**src/inc/csb_pkg.sv**
```systemverilog
// Shared constants and types for the processor system bus handshake.
// Assumes both ends run on one 250 MHz clock and a shared reset.
`default_nettype none
package csb_pkg;
    localparam int ADDR_DATA_W = 64;
    localparam int CMD_W = 9;
    localparam int CMD_KIND_BIT = 8;          // 0 address cycle, 1 data cycle
    localparam int READY_LEAD_CYCLES = 2;     // Ready sampled this early
    localparam int WRITE_GAP_CYCLES = 4;      // Legacy write spacing
    localparam logic [7:0] DATA_ID_LAST = 8'h80;
    localparam logic [7:0] DATA_ID_ERROR = 8'h20;
    localparam logic [7:0] CMD_READ = 8'h00;
    localparam logic [7:0] CMD_WRITE = 8'h80;
    localparam logic [2:0] GAP_RESET = 3'h0;
    localparam logic [2:0] WDATA_RESET = 3'h0;

    typedef enum logic [2:0] {
        CSB_IDLE = 3'b000,
        CSB_ADDR = 3'b001,
        CSB_WDATA = 3'b011,
        CSB_RWAIT = 3'b010,
        CSB_SLAVE = 3'b110,
        CSB_GAP = 3'b111
    } csb_cpu_state_type;
endpackage
`default_nettype wire

```
**src/inc/csb_if.sv**
```systemverilog
// Interface joining the processor end and the agent end.
// Resolves the shared buses itself, from the processor enable alone.
`timescale 1ns/1ps
`default_nettype none
interface csb_if;
    logic [63:0] cpuAddrData;
    logic [8:0] cpuCommand;
    logic cpuBusOe;
    logic [63:0] agentAddrData;
    logic [8:0] agentCommand;
    logic agentBusOe;
    logic cpu_valid_strobe_n;
    logic agent_valid_strobe_n;
    logic read_ready_n;
    logic write_ready_n;
    logic agent_bus_request_n;
    logic bus_grant_n;
    wire [63:0] addr_data_bus = cpuBusOe ? cpuAddrData : agentAddrData;
    wire [8:0] command_bus = cpuBusOe ? cpuCommand : agentCommand;

    modport cpu (
        output cpuAddrData, cpuCommand, cpuBusOe, cpu_valid_strobe_n,
        output bus_grant_n,
        input agentAddrData, agentCommand, agentBusOe,
        input agent_valid_strobe_n, read_ready_n, write_ready_n,
        input agent_bus_request_n
    );
    modport agent (
        output agentAddrData, agentCommand, agentBusOe,
        output agent_valid_strobe_n, read_ready_n, write_ready_n,
        output agent_bus_request_n,
        input cpuAddrData, cpuCommand, cpuBusOe, cpu_valid_strobe_n,
        input bus_grant_n
    );
endinterface
`default_nettype wire

```
**src/rtl/csb_cpu_end.sv**
```systemverilog
// Processor end of the system bus: request issue, arbitration, slave state.
// Summary of operation
// - Agent read/write ready gate own request type.
// - Agent requests bus; processor answers with grant.
// - All pins registered on rising clock edge.
// - Processor strobes valid on each driven cycle.
// - Agent strobes valid on each driven cycle.
// - Master state except granted or self-released.
// - Agent issues requests only in slave state.
// - Request, then release with one-cycle grant.
// - Return to master when external request ends.
// - Pending read: grant one cycle after issue.
// - Self-release ends with next last-tagged agent data word.
// - Agent drives only after seeing slave state.
// - No new read until response received.
// - Legacy mode: four idle cycles after writes.
// - One request at a time; writes without reads.
// - Read ends on last word; agent may interleave, but its own last word also ends the read.
// - Read pending until data; error id flagged.
// - Agent accepts reads under read-ready rule.
// - Write complete after last data word.
// - Agent accepts writes under write-ready rule.
// - Command top bit marks address or data.
// - Repeat address until ready two cycles prior.
// Assumes the agent follows the handshake; pins come from another chip.
`timescale 1ns/1ps
`default_nettype none
module csb_cpu_end
    import csb_pkg::*;
#(
    parameter int WRITE_WORDS = 1
) (
    input wire logic clk,
    input wire logic arst_n,
    csb_if.cpu bus,
    input wire logic legacyMode,
    input wire logic reqValid,
    input wire logic reqIsWrite,
    input wire logic [63:0] reqAddr,
    input wire logic [63:0] reqWriteData,
    output logic reqReady,
    output logic readDoneValid,
    output logic [63:0] readData,
    output logic busError
);
    import csb_pkg::*;

    csb_cpu_state_type state_q;
    logic legacySync;
    logic rdRdyIn_q, wrRdyIn_q, extReqIn_q, agent_valid_strobe_n_q;
    logic [63:0] adIn_q;
    logic [8:0] cmdIn_q;
    logic isWrite_q, readPending_q, extActive_q, resume_q;
    logic [63:0] addr_q, wdata_q;
    logic [2:0] gap_q, wcount_q;
    logic readyOk, extEnd;

    // Static mode strap comes from outside the clock domain
    csb_sync3 #(.RESET_VAL(1'b0)) syncLegacy (.clk(clk), .arst_n(arst_n),
        .async_in(legacyMode), .sync_out(legacySync));

    // Agent pins share our clock: one input register each
    always_ff @(posedge clk or negedge arst_n) begin
        if (!arst_n) begin
            adIn_q <= '0;
            cmdIn_q <= '0;
            agent_valid_strobe_n_q <= 1'b0;
            extReqIn_q <= 1'b0;
            rdRdyIn_q <= 1'b0;
            wrRdyIn_q <= 1'b0;
        end else begin
            adIn_q <= bus.agentAddrData;
            cmdIn_q <= bus.agentCommand;
            agent_valid_strobe_n_q <= !bus.agent_valid_strobe_n;
            extReqIn_q <= !bus.agent_bus_request_n;
            rdRdyIn_q <= !bus.read_ready_n;
            wrRdyIn_q <= !bus.write_ready_n;
        end
    end

    // Ready pin two cycles before the address pin cycle
    assign readyOk = isWrite_q ? wrRdyIn_q : rdRdyIn_q;
    // An external request ends on a valid data cycle tagged last
    assign extEnd = agent_valid_strobe_n_q && cmdIn_q[CMD_KIND_BIT] &&
        ((cmdIn_q[7:0] & DATA_ID_LAST) != 8'h00);

    // Bus ownership and request sequencing
    always_ff @(posedge clk or negedge arst_n) begin
        if (!arst_n) begin
            state_q <= CSB_IDLE;
            isWrite_q <= 1'b0;
            addr_q <= '0;
            wdata_q <= '0;
            gap_q <= GAP_RESET;
            wcount_q <= WDATA_RESET;
            readPending_q <= 1'b0;
            extActive_q <= 1'b0;
            resume_q <= 1'b0;
        end else begin
            unique case (state_q)
                CSB_IDLE: begin
                    if (extReqIn_q) begin
                        state_q <= CSB_SLAVE; // Grant on request
                        extActive_q <= 1'b1;
                    end else if (reqValid && !readPending_q) begin
                        state_q <= CSB_ADDR; // One at a time
                        isWrite_q <= reqIsWrite;
                        addr_q <= reqAddr;
                        wdata_q <= reqWriteData;
                    end
                end
                CSB_ADDR: begin
                    if (readyOk) begin
                        if (isWrite_q) begin
                            state_q <= CSB_WDATA;
                            wcount_q <= WDATA_RESET;
                        end else begin
                            state_q <= CSB_RWAIT; // Read issued
                            readPending_q <= 1'b1;
                        end
                    end else if (extReqIn_q) begin
                        state_q <= CSB_SLAVE; // Release before issue
                        extActive_q <= 1'b1;
                        resume_q <= 1'b1;
                    end
                end
                CSB_WDATA: begin
                    if (wcount_q == 3'(WRITE_WORDS - 1)) begin
                        // Write complete after last word
                        state_q <= legacySync ? CSB_GAP : CSB_IDLE;
                        gap_q <= GAP_RESET;
                    end else begin
                        wcount_q <= wcount_q + 3'h1;
                    end
                end
                CSB_GAP: begin
                    // Legacy spacing after write issue
                    if (gap_q == 3'(WRITE_GAP_CYCLES - 2)) begin
                        state_q <= CSB_IDLE;
                    end else begin
                        gap_q <= gap_q + 3'h1;
                    end
                end
                CSB_RWAIT: begin
                    state_q <= CSB_SLAVE; // Self release
                end
                CSB_SLAVE: begin
                    if (extEnd) begin
                        // Back to master at request end
                        extActive_q <= 1'b0;
                        resume_q <= 1'b0;
                        if (readPending_q && !extActive_q) begin
                            readPending_q <= 1'b0;
                        end
                        // Held request retries its address cycle
                        state_q <= resume_q ? CSB_ADDR : CSB_IDLE;
                    end
                end
                default: state_q <= CSB_IDLE;
            endcase
        end
    end

    // Output registers toward the agent
    always_ff @(posedge clk or negedge arst_n) begin
        if (!arst_n) begin
            bus.cpuAddrData <= '0;
            bus.cpuCommand <= '0;
            bus.cpuBusOe <= 1'b1;
            bus.cpu_valid_strobe_n <= 1'b1;
            bus.bus_grant_n <= 1'b1;
        end else begin
            bus.cpuBusOe <= (state_q != CSB_SLAVE);
            bus.cpu_valid_strobe_n <= !(state_q == CSB_ADDR ||
                state_q == CSB_WDATA);
            bus.bus_grant_n <= 1'b1;
            if (state_q == CSB_ADDR) begin
                bus.cpuAddrData <= addr_q; // Repeated until issue
                bus.cpuCommand <= {1'b0, isWrite_q ? CMD_WRITE : CMD_READ};
            end else if (state_q == CSB_WDATA) begin
                bus.cpuAddrData <= wdata_q;
                bus.cpuCommand <= {1'b1,
                    wcount_q == 3'(WRITE_WORDS - 1) ? DATA_ID_LAST : 8'h00};
            end
            if ((state_q == CSB_IDLE || state_q == CSB_ADDR) && extReqIn_q &&
                !(state_q == CSB_ADDR && readyOk)) begin
                bus.bus_grant_n <= 1'b0; // One-cycle grant
            end
            if (state_q == CSB_RWAIT) begin
                bus.bus_grant_n <= 1'b0;
            end
        end
    end

    // User-side results
    always_ff @(posedge clk or negedge arst_n) begin
        if (!arst_n) begin
            reqReady <= 1'b0;
            readDoneValid <= 1'b0;
            readData <= '0;
            busError <= 1'b0;
        end else begin
            reqReady <= (state_q == CSB_IDLE) && !readPending_q;
            readDoneValid <= 1'b0;
            busError <= 1'b0;
            if (state_q == CSB_SLAVE && readPending_q && !extActive_q &&
                agent_valid_strobe_n_q && cmdIn_q[CMD_KIND_BIT]) begin
                readData <= adIn_q;
                readDoneValid <= extEnd;
                // Error identifier becomes a bus error
                busError <= (cmdIn_q[7:0] & DATA_ID_ERROR) != 8'h00;
            end
        end
    end
endmodule
`default_nettype wire

```
**src/rtl/csb_sync3.sv**
```systemverilog
// Three-stage synchroniser; change accepted when stages two and three agree.
// Assumes an asynchronous input and a constant reset value.
`timescale 1ns/1ps
`default_nettype none
module csb_sync3 #(
    parameter logic RESET_VAL = 1'b1
) (
    input wire logic clk,
    input wire logic arst_n,
    input wire logic async_in,
    output logic sync_out
);
    logic s1_q, s2_q, s3_q;

    // Stage chain and agreement filter
    always_ff @(posedge clk or negedge arst_n) begin
        if (!arst_n) begin
            s1_q <= RESET_VAL;
            s2_q <= RESET_VAL;
            s3_q <= RESET_VAL;
            sync_out <= RESET_VAL;
        end else begin
            s1_q <= async_in;
            s2_q <= s1_q;
            s3_q <= s2_q;
            if (s2_q == s3_q) begin
                sync_out <= s3_q;
            end
        end
    end
endmodule
`default_nettype wire

```
**src/flat_wrapper.sv**
```systemverilog
// flat-port wrapper written by rule: the top's interface ports become plain ports
module csb_cpu_end_flat import csb_pkg::*;
#(
    parameter int WRITE_WORDS = 1
)
  (clk, arst_n, legacyMode, reqValid, reqIsWrite, reqAddr, reqWriteData, reqReady, readDoneValid, readData, busError, bus_cpuAddrData, bus_cpuCommand, bus_cpuBusOe, bus_cpu_valid_strobe_n, bus_bus_grant_n, bus_agentAddrData, bus_agentCommand, bus_agentBusOe, bus_agent_valid_strobe_n, bus_read_ready_n, bus_write_ready_n, bus_agent_bus_request_n);
  csb_if bus_i ();
  input wire logic clk;
  input wire logic arst_n;
  input wire logic legacyMode;
  input wire logic reqValid;
  input wire logic reqIsWrite;
  input wire logic [63:0] reqAddr;
  input wire logic [63:0] reqWriteData;
  output logic reqReady;
  output logic readDoneValid;
  output logic [63:0] readData;
  output logic busError;
  output wire logic [$bits(bus_i.cpuAddrData)-1:0] bus_cpuAddrData;
  output wire logic [$bits(bus_i.cpuCommand)-1:0] bus_cpuCommand;
  output wire logic [$bits(bus_i.cpuBusOe)-1:0] bus_cpuBusOe;
  output wire logic [$bits(bus_i.cpu_valid_strobe_n)-1:0] bus_cpu_valid_strobe_n;
  output wire logic [$bits(bus_i.bus_grant_n)-1:0] bus_bus_grant_n;
  input wire logic [$bits(bus_i.agentAddrData)-1:0] bus_agentAddrData;
  input wire logic [$bits(bus_i.agentCommand)-1:0] bus_agentCommand;
  input wire logic [$bits(bus_i.agentBusOe)-1:0] bus_agentBusOe;
  input wire logic [$bits(bus_i.agent_valid_strobe_n)-1:0] bus_agent_valid_strobe_n;
  input wire logic [$bits(bus_i.read_ready_n)-1:0] bus_read_ready_n;
  input wire logic [$bits(bus_i.write_ready_n)-1:0] bus_write_ready_n;
  input wire logic [$bits(bus_i.agent_bus_request_n)-1:0] bus_agent_bus_request_n;
  assign bus_cpuAddrData = bus_i.cpuAddrData;
  assign bus_cpuCommand = bus_i.cpuCommand;
  assign bus_cpuBusOe = bus_i.cpuBusOe;
  assign bus_cpu_valid_strobe_n = bus_i.cpu_valid_strobe_n;
  assign bus_bus_grant_n = bus_i.bus_grant_n;
  assign bus_i.agentAddrData = bus_agentAddrData;
  assign bus_i.agentCommand = bus_agentCommand;
  assign bus_i.agentBusOe = bus_agentBusOe;
  assign bus_i.agent_valid_strobe_n = bus_agent_valid_strobe_n;
  assign bus_i.read_ready_n = bus_read_ready_n;
  assign bus_i.write_ready_n = bus_write_ready_n;
  assign bus_i.agent_bus_request_n = bus_agent_bus_request_n;
  csb_cpu_end #(.WRITE_WORDS(WRITE_WORDS)) u_core (.clk(clk), .arst_n(arst_n), .bus(bus_i), .legacyMode(legacyMode), .reqValid(reqValid), .reqIsWrite(reqIsWrite), .reqAddr(reqAddr), .reqWriteData(reqWriteData), .reqReady(reqReady), .readDoneValid(readDoneValid), .readData(readData), .busError(busError));
endmodule
```
**config.mk**
```make
export PLATFORM = sky130hd
export DESIGN_NAME = csb_cpu_end_flat
export DESIGN_NICKNAME = d
export VERILOG_FILES = /design/src/inc/csb_pkg.sv /design/src/inc/csb_if.sv /design/src/rtl/csb_cpu_end.sv /design/src/rtl/csb_sync3.sv /design/src/flat_wrapper.sv
export SDC_FILE = /design/constraint.sdc
export NUM_CORES = 1
export LEC_CHECK = 0
export ABC_AREA = 1
export BUFFER_PORTS_ARGS = -buffer_cell sky130_fd_sc_hd__buf_2
export CAP_MARGIN = 20
export CORE_MARGIN = 5
export CORE_UTILIZATION = 42
export CTS_CLUSTER_SIZE = 20
export DETAILED_ROUTE_END_ITERATION = 7
export PLACE_DENSITY = 0.79
export RECOVER_POWER = 100
export SYNTH_ARGS = -nofsm -noshare
export SYNTH_HDL_FRONTEND = slang
export SYNTH_SLANG_ARGS = --single-unit
```
**constraint.sdc**
```tcl
create_clock -name clk -period 1.8 [get_ports clk]
set_clock_uncertainty 0.2 [all_clocks]
set_input_delay 0.36 -clock clk [delete_from_list [all_inputs] [get_ports clk]]
set_output_delay 0.36 -clock clk [all_outputs]
set_load 0.02 [all_outputs]
```
==> flow_summary.ini, run 1 <==
[timing]
slew_headroom_pct = 47.8
period_minus_slack_ns = 2.00
worst_pin_slew_ns = 0.783
finalSetupViolations = 5
finalHoldViolCount = 0
drv_slew = 0
max_freq_mhz = 499
rsz0062_at_grt = yes
fin_tns_setup_ns = -0.354
setup_ws_ns = -0.203
fin_crit_sh_pct = 111

[yosys]
yosys.cell_count.top_type = nand2_1
synth_top_family_by_area = simple AND/OR/NAND/NOR gates
synthCells = 1403
yosys.area_share.adder_pct = 0.445
synth_compound_area_share_pct = 10.2
netlist.area_leader.share_pct = 64.8
synth_warnings = 0
netlist.top_cell.by_area = dfrtp_1
synthMuxAreaShare_pct = 0
synth_edf_count = 0
synth_area_leaders = dfrtp_1 (65%), nand2_1 (12%), o21ai_0 (9.3%)
avgSynthCellArea_um2 = 9.61
ys_async_sr_fraction_pct = 100
synthDistinctLibCells = 32
ys_seq_area_share_pct = 65.3
synth_xor_area_share_pct = 0.0649
synth_common_cells = nand2_1 (422), dfrtp_1 (349), o21ai_0 (251)
synth_ff_type = dfrtp_1
synth_seq_cells = 352
synthSimpleGateAreaFrac_pct = 17.5
netlist_area_um2 = 13500

[global_route]
grt_pass1_vias = 13700
track_usage_pct = 25.5
grt_max_degree = 85
grt-busiest-layer = met2
globalRoute.totalOverflow = 0
antenna_found_initial = 2
grt_util_met2_pct = 42.9
use_met3_pct = 6.34
grt_use_met1_pct = 30.3
grt_pass1_wl_um = 73400

[floorplan]
rows = 65
die-area_um2 = 35800
pin_count = 354
core_um2 = 31600
die_w_um = 189
die-height_um = 189
initial_core_util_pct = 42.6

[finish]
layout-drive-gt1-share_pct = 25.0
fin_nets = 2206
multi_input_area_um2 = 3890
regArea_um2 = 8810
n_fill_cell = 2237
design_area_um2 = 19800
syn_to_final_growth_pct = 46.7

[route]
first_pass_iters = 6
drc_errors = 0
vias = 13300
ant_nets = 0
routedWlPerCell_um = 21.1
routed_wl_um = 51100
dr.first_iter.drc_count = 1196
vias_per_cell = 5.51

[power_and_ir_drop]
leakagePower_uw = 0.0102
powerDensity_nw_per_um2 = 1610
vdd_ir_drop_max_mv = 1.19

[placed_design]
port_buffers = 339
dpl_cell_area_um2 = 16000
dp_hpwl_um = 26000
gp_congestion = 0.854

[run]
maxCapViolCount = 0

[clock_tree]
clkSinkCount = 352
cts_tree = yes
clk_pin_slew_ns = 0.07
cts_max_level = 2
clkLatencyLatePin_ns = 0.52
cts_root_buf = clkbuf_16
cts_buffers = 38
cts_buffer_depth = 3

[worst_setup_path]
crit_arrival_ns = 2.18
critPathMaxFanout = 12
worstSetupPathType = flop to flop
reg2reg_setup_slack_ns = -0.20
required_ns = 1.97
cp-start-kind = flop
end_kind = flop

[hold_path]
hold_path.class = flop to flop

[status]
violations = setup timing
status = finished with violations
## critical path, stage by stage (launching register included)
cell and delay [ns]:
dfrtp_2 0.44, buf_4 0.18, nor2_4 0.19, buf_4 0.18, clkbuf_16 0.17, o21ai_0 0.12, o21ai_0 0.39
## final cells by class
type	count	share of cell area [%]
clock buffers	50	5.40
clock inverters	16	0.860
well taps	402	2.54
diodes	4	0.0506
repair buffers	631	25.1
multi-input cells	871	19.7
flip-flops and latches	352	44.6
inverters	97	1.85
## registers in the layout, summed over array words and instances (netlist names), 2 cells and up
signal and count:
u_core.bus.cpuCommand 2, u_core.wdata_q 64, u_core.bus.cpuAddrData 64, u_core.state_q 3
u_core.addr_q 64, u_core.wcount_q 3, u_core.gap_q 3, u_core.readData 64
u_core.cmdIn_q 3, u_core.adIn_q 64
## routing by layer
metal  vias to the layer above  wire, µm
met5                         -        11
met4                         2      3550
met3                       285      5860
met2                      1075     24400
met1                      6336     17300
li1                       5642         -
## power breakdown
part,switching (µW),total (µW),internal (µW)
registers,1950,12900,10900
clock network,3300,7920,4620
logic,7180,11100,3930
total,12400,31900,19500
## kinds of logic (layout without fill, tap and decap cells)
kind of cell / count (synthesis) / count (layout)
AOI/OAI and AO/OA: 271 / 271
DFF: 352 / 352
buffers and inverters: 186 / 794
other: 1 / 11
xor gates and xnor gates: 1 / 1
and+or+nand+nor: 587 / 587
adders and majority gates: 5 / 5
## worst paths after layout
check	start	to	depth (start not counted)
worst max register to register	u_core.state_q[2]	u_core.bus.cpuAddrData[1]	6
max in group asynchronous	arst_n	u_core.bus.cpu_valid_strobe_n	4
min in group asynchronous	arst_n	u_core.cmdIn_q[5]	2
worst min-delay path	u_core.syncLegacy.s1_q	u_core.syncLegacy.s2_q	0
worst min register to register	u_core.syncLegacy.s1_q	u_core.syncLegacy.s2_q	0
worst max-delay path	u_core.state_q[2]	u_core.bus.cpuAddrData[1]	6
## layout by cell type (no fill, tap or decap), types with 4 or more instances in the layout
| cell | instances |
|---|---|
| clkbuf_2 | 4 |
| nand2_1 | 416 |
| buf_4 | 44 |
| diode_2 | 4 |
| clkbuf_8 | 5 |
| conb_1 | 7 |
| o21ai_0 | 240 |
| ha_1 | 4 |
| dlygate4sd3_1 | 202 |
| buf_12 | 26 |
| nor2_4 | 5 |
| buf_2 | 326 |
| nand3_1 | 76 |
| inv_1 | 93 |
| dfrtp_1 | 347 |
| buf_6 | 4 |
| a21oi_1 | 4 |
| nand2_2 | 5 |
| clkbuf_16 | 51 |
| clkinv_2 | 9 |
| nor2_1 | 75 |
| clkbuf_1 | 16 |
| o21ai_1 | 18 |
## timing repair
action,CTS,global route
hold buffers,202,0
endpoints found under the hold margin,422,0
buffers inserted,0,14
endpoints found under the setup margin,0,121
gates resized for setup,0,28
## per-stage QoR
stage	hold WS, ns	std cells	util [%]	setup slack (ns)	total power, µW
5_1_grt	0.182	2420	62.5	-0.255	33500
4_1_cts	0.0840	2390	60.9	0.0137	30500
6_report	0.176	2423	62.5	-0.203	31900
3_5_place_dp	0.0276	2122	50.6	0.0460	22300
2_1_floorplan	-0.136	1409	-	0.138	18000
3_3_place_gp	0.0268	2122	50.6	0.0760	21800
(Power assumes the default switching activity.)
==> inputs of run 2 (changes only) <==
--- a/config.mk
+++ b/config.mk
@@ -12,7 +12,7 @@
 export CORE_UTILIZATION = 42
 export CTS_CLUSTER_SIZE = 20
 export DETAILED_ROUTE_END_ITERATION = 7
-export PLACE_DENSITY = 0.79
+export PLACE_DENSITY = 0.77
 export RECOVER_POWER = 100
 export SYNTH_ARGS = -nofsm -noshare
 export SYNTH_HDL_FRONTEND = slang
==> constraint.sdc (replaced) <==
create_clock -name clk -period 1.9 [get_ports clk]
set_clock_uncertainty 0.2 [all_clocks]
set_input_delay 0.38 -clock clk [delete_from_list [all_inputs] [get_ports clk]]
set_output_delay 0.38 -clock clk [all_outputs]
set_load 0.02 [all_outputs]
==> run 2 against run 1 <==
The flow now finishes without violations. Final cell count decreased by 1.5%. Cell area fell by 4.0%. Die area unchanged. Fmax grew 9.2%. Sequential share of layout area grew 1.8 points. Total power down 9.2%. Flip-flop and latch count is the same. Worst setup slack improved by 0.27 ns. Hold slack lost 0.013 ns.
==> flow_summary.ini, run 2 (same netlist as run 1, synthesis figures left out) <==
[worst_setup_path]
required_ns = 2.09
r2r_start = u_core.state_q[1]
worstSetupPathType = flop to flop
startpoint = u_core.state_q[1]
end_kind = flop
r2r_cells = 7
cp-start-kind = flop
crit_arrival_ns = 2.03
critPathMaxFanout = 43
reg2reg_setup_slack_ns = 0.07

[placed_design]
pre_cts_ws_ns = 0.0204
dp_hpwl_um = 25400
placed_cells = 2107
gp_congestion = 0.852
port_buffers = 339

[timing]
max_freq_mhz = 545
worst_pin_slew_ns = 0.689
fin_crit_sh_pct = 96.5
slew_headroom_pct = 54.1
period_minus_slack_ns = 1.83
finalSetupViolations = 0
setup_ws_ns = 0.0662
finalHoldViolCount = 0
drv_slew = 0
holdWs_ns = 0.163

[finish]
final_common_cell = nand2_1
layout-drive-gt1-share_pct = 18.9
fin_nets = 2172
syn_to_final_growth_pct = 40.8
layout_common_cells = nand2_1 (420), dfrtp_1 (349), o21ai_0 (243), buf_2 (241), dlygate4sd3_1 (202)
layoutNonFillerInstCount = 2387

[power_and_ir_drop]
vdd_ir_drop_max_mv = 0.917
intPower_uw = 17900
swShare_pct = 38.3
p_seq_share_pct = 41.5
p_total_uw = 29000
power_switching_uw = 11100
power_frac_clock_pct = 25.3
leakagePower_uw = 0.00952
powerDensity_nw_per_um2 = 1530
combPwrFrac_pct = 33.2

[clock_tree]
cts_buffers = 37
cts_root_buf = clkbuf_16
clk_pin_slew_ns = 0.06
clkLatencyLatePin_ns = 0.51
clkSinkCount = 352
cts_tree = yes
cts_max_level = 2
cts_buffer_depth = 3

[global_route]
track_usage_pct = 24.4
globalRoute.totalOverflow = 0
antenna_found_initial = 2
grt_use_met1_pct = 29.6
grt_pass1_wl_um = 70300
grt-busiest-layer = met2
use_met3_pct = 7.58
grt_max_degree = 63
grt_util_met2_pct = 41.3
grt_pass1_vias = 13100

[hold_path]
holdPathStages = 0
hold_path_startpoint = u_core.syncLegacy.s1_q
hold_path.class = flop to flop

[route]
dr.first_iter.drc_count = 853
vias_per_cell = 5.22
drc_errors = 0
routedWlPerCell_um = 18.9
routed_wl_um = 45200
ant_nets = 0
first_pass_iters = 6
vias = 12500

[floorplan]
rows = 65
die-height_um = 189
die_w_um = 189
initial_core_util_pct = 42.6
core_um2 = 31600
die-area_um2 = 35800
pin_count = 354

[run]
maxCapViolCount = 0

[status]
status = finished clean
## run 2: path summary, 6_finish.rpt
check,to
min,u_core.syncLegacy.s2_q
min reg2reg,u_core.syncLegacy.s2_q
max in group asynchronous,u_core.addr_q[13]
max,u_core.bus.cpuAddrData[1]
min in group asynchronous,u_core.adIn_q[7]
max reg2reg,u_core.bus.cpuAddrData[1]
## run 2: cell type report
class                      count  area (µm²)
fill                        2402       12600
sequential                   352        8810
timing repair buffer         598        4200
multi-input combinational    871        3860
clock buffer                  56        1140
tap                          402         503
inverter                      97         367
clock inverter                 8        98.8
antenna                        3        7.51
## run 2: layer usage
layer,wire [µm],up-vias
li1,-,5560
met1,17000,5989
met2,21500,790
met3,5140,131
met4,1610,2
met5,7,-
## run 2: stage by stage
step / utilization [%] / setup TNS (ns) / instance area, µm²
2_1_floorplan: - / 0 / 13500
3_3_place_gp: 49.9 / 0 / 15800
3_5_place_dp: 49.9 / 0 / 15800
4_1_cts: 60.2 / 0 / 19000
5_1_grt: 60.0 / -0.00271 / 19000
6_report: 60.0 / 0 / 19000
## run 2: worst max-delay path, stage by stage (launching register included)
cell     delay (ns)
dfrtp_1        0.41
nor2_4         0.16
buf_4          0.15
nand2_2        0.07
buf_12         0.17
buf_4          0.21
o21ai_0        0.21
o21ai_0        0.11
## run 2: timing repair
action / in CTS / in global routing
hold buffers: 202 / 0
endpoints found under the setup margin: 0 / 84
buffers inserted: 0 / 8
gates resized for setup: 0 / 11
hold endpoints to repair: 500 / 0
## run 2: power by group through the flow
stage	Clock, µW	Combinational (µW)	Sequential [µW]
6_report	7320	9620	12000
5_1_grt	7760	10600	12300
4_1_cts	7440	9360	11800
3_5_place_dp	0	8970	11900
3_3_place_gp	0	8730	11800
2_1_floorplan	0	3810	13300
==> inputs of run 3 (changes only) <==
--- a/config.mk
+++ b/config.mk
@@ -6,13 +6,14 @@
 export NUM_CORES = 1
 export LEC_CHECK = 0
 export ABC_AREA = 1
-export BUFFER_PORTS_ARGS = -buffer_cell sky130_fd_sc_hd__buf_2
 export CAP_MARGIN = 20
 export CORE_MARGIN = 5
 export CORE_UTILIZATION = 42
 export CTS_CLUSTER_SIZE = 20
 export DETAILED_ROUTE_END_ITERATION = 7
-export PLACE_DENSITY = 0.77
+export DONT_BUFFER_PORTS = 1
+export GPL_TIMING_DRIVEN = 0
+export PLACE_DENSITY = 0.67
 export RECOVER_POWER = 100
 export SYNTH_ARGS = -nofsm -noshare
 export SYNTH_HDL_FRONTEND = slang
==> run 3 against run 2 <==
The run now ends with hold timing, setup timing left. First-iteration DRC count is 21% lower. Worst setup slack worse by 0.18 ns. Total power is 3.8% lower. Count of clock-buffer cells in the layout is 1 higher. Sequential power is 17% higher. Cell area is 5.9% lower. Clock power is 6.0% higher. Non-clock buffer count is 293 lower. Core utilization is 3.6 points lower. Critical endpoint is now u_core.wdata_q[22].
==> flow_summary.ini, run 3 (same netlist as run 1, synthesis figures left out) <==
[power_and_ir_drop]
vdd_ir_drop_max_mv = 0.995
leakagePower_uw = 0.00867
powerDensity_nw_per_um2 = 1560
p_total_uw = 27900

[route]
routed_wl_um = 41200
drc_errors = 0
dr.first_iter.drc_count = 673
vias = 10700
first_pass_iters = 5
vias_per_cell = 5.11
routedWlPerCell_um = 19.6
ant_nets = 0

[global_route]
grt_max_degree = 353
globalRoute.totalOverflow = 0
track_usage_pct = 22.1
grt_pass1_vias = 11200
antenna_found_initial = 1
grt_pass1_wl_um = 63100

[floorplan]
die-height_um = 189
die_w_um = 189
pin_count = 354
die-area_um2 = 35800
initial_core_util_pct = 42.6
rows = 65
core_um2 = 31600

[worst_setup_path]
end_kind = flop
critPathMaxFanout = 10
required_ns = 2.12
crit_arrival_ns = 2.24
cp-start-kind = flop
worstSetupPathType = flop to flop

[timing]
drv_slew = 0
max_freq_mhz = 496
rsz0062_at_grt = yes
fin_crit_sh_pct = 106
setup_ws_ns = -0.114
slew_headroom_pct = 48.5
finalSetupViolations = 18
holdWs_ns = -0.640
worst_pin_slew_ns = 0.773
period_minus_slack_ns = 2.01
finalHoldViolCount = 352

[finish]
layout_common_cells = nand2_1 (407), dfrtp_1 (347), dlygate4sd3_1 (201), o21ai_0 (182), inv_1 (94)
n_fill_cell = 2564
syn_to_final_growth_pct = 32.5
layout-drive-gt1-share_pct = 11.0
multi_input_area_um2 = 3930
final_common_cell = nand2_1
regArea_um2 = 8810
layoutNonFillerInstCount = 2096
fin_nets = 1880

[clock_tree]
cts_root_buf = clkbuf_16
cts_buffers = 38
cts_max_level = 2
clkSinkCount = 352
ctsHoldBuffers = 201
cts_buffer_depth = 3
clkLatencyLatePin_ns = 0.52
clk_pin_slew_ns = 0.06
cts_tree = yes

[status]
violations = hold timing, setup timing
status = finished with violations

[placed_design]
dp_hpwl_um = 26200
placed_cells = 1811
port_buffers = 0
gp_congestion = 0.849

[run]
maxCapViolCount = 0

[hold_path]
hold_path.class = input port to asynchronous set/reset pin
## run 3: area by class of cell
class                           count  share of cell area (%)
Multi-Input combinational cell    871                    22.0
Sequential cell                   352                    49.3
Tap cell                          402                    2.82
Inverter                           97                    2.07
Clock inverter                     11                   0.917
Buffer                             88                    3.85
Clock buffer                       57                    6.53
Timing Repair Buffer              217                    12.5
Antenna cell                        1                  0.0140
## run 3: through the flow
| step | instance area (µm²) | hold WS [ns] | TNS (ns) | util, % | worst slack, ns |
|---|---|---|---|---|---|
| final | 17900 | -0.640 | -0.429 | 56.5 | -0.114 |
| after global routing | 17900 | -0.664 | -9.74 | 56.5 | -0.175 |
| after CTS | 17500 | -0.665 | 0 | 55.2 | 0.000492 |
| after detailed placement | 14000 | -0.104 | -51.19 | 44.3 | -0.472 |
| after global placement | 14000 | -0.106 | -49.13 | 44.3 | -0.507 |
| after floorplan | 13500 | -0.116 | 0 | - | 0.238 |
## run 3: final timing paths
path / startpoint / depth (start not counted) / slack [ns] / to
min in group clk: reqValid / 3 / 0.12 / u_core.wdata_q[63]
hold / removal: arst_n / 0 / -0.64 / u_core.adIn_q[24]
setup reg to reg: u_core.state_q[2] / 8 / -0.11 / u_core.wdata_q[22]
setup / recovery: u_core.state_q[2] / 8 / -0.11 / u_core.wdata_q[22]
hold reg to reg: u_core.syncLegacy.s1_q / 0 / 0.15 / u_core.syncLegacy.s2_q
max in group asynchronous: arst_n / 0 / 1.49 / u_core.bus.cpuAddrData[61]
## run 3: critical path: stages (launching register included)
cell	delay [ns]
dfrtp_1	0.37
buf_6	0.14
nor2_4	0.19
nand3_4	0.17
nor2_8	0.25
clkbuf_16	0.21
buf_8	0.14
nand2_1	0.09
o21ai_1	0.14
## run 3: what timing repair did
item,4_1_cts,5_1_grt
endpoints found under the setup margin,250,221
pin swaps,3,3
gates cloned,0,4
resized for setup,33,164
endpoints found under the hold margin,553,352
setup buffers,4,8
## run 3: metal layers
layer	track usage, %	wire (µm)	up-vias	share of wire (%)
met1	27.6	15900	5146	39
li1	-	-	4988	-
met4	6.95	1270	0	3.1
met5	0	0	-	0
met3	7.28	4310	76	10
met2	36.8	19700	507	48
## run 3: power breakdown
group	internal [µW]	switching (µW)
clock network	4790	2980
registers	10300	3750
logic	2410	3640
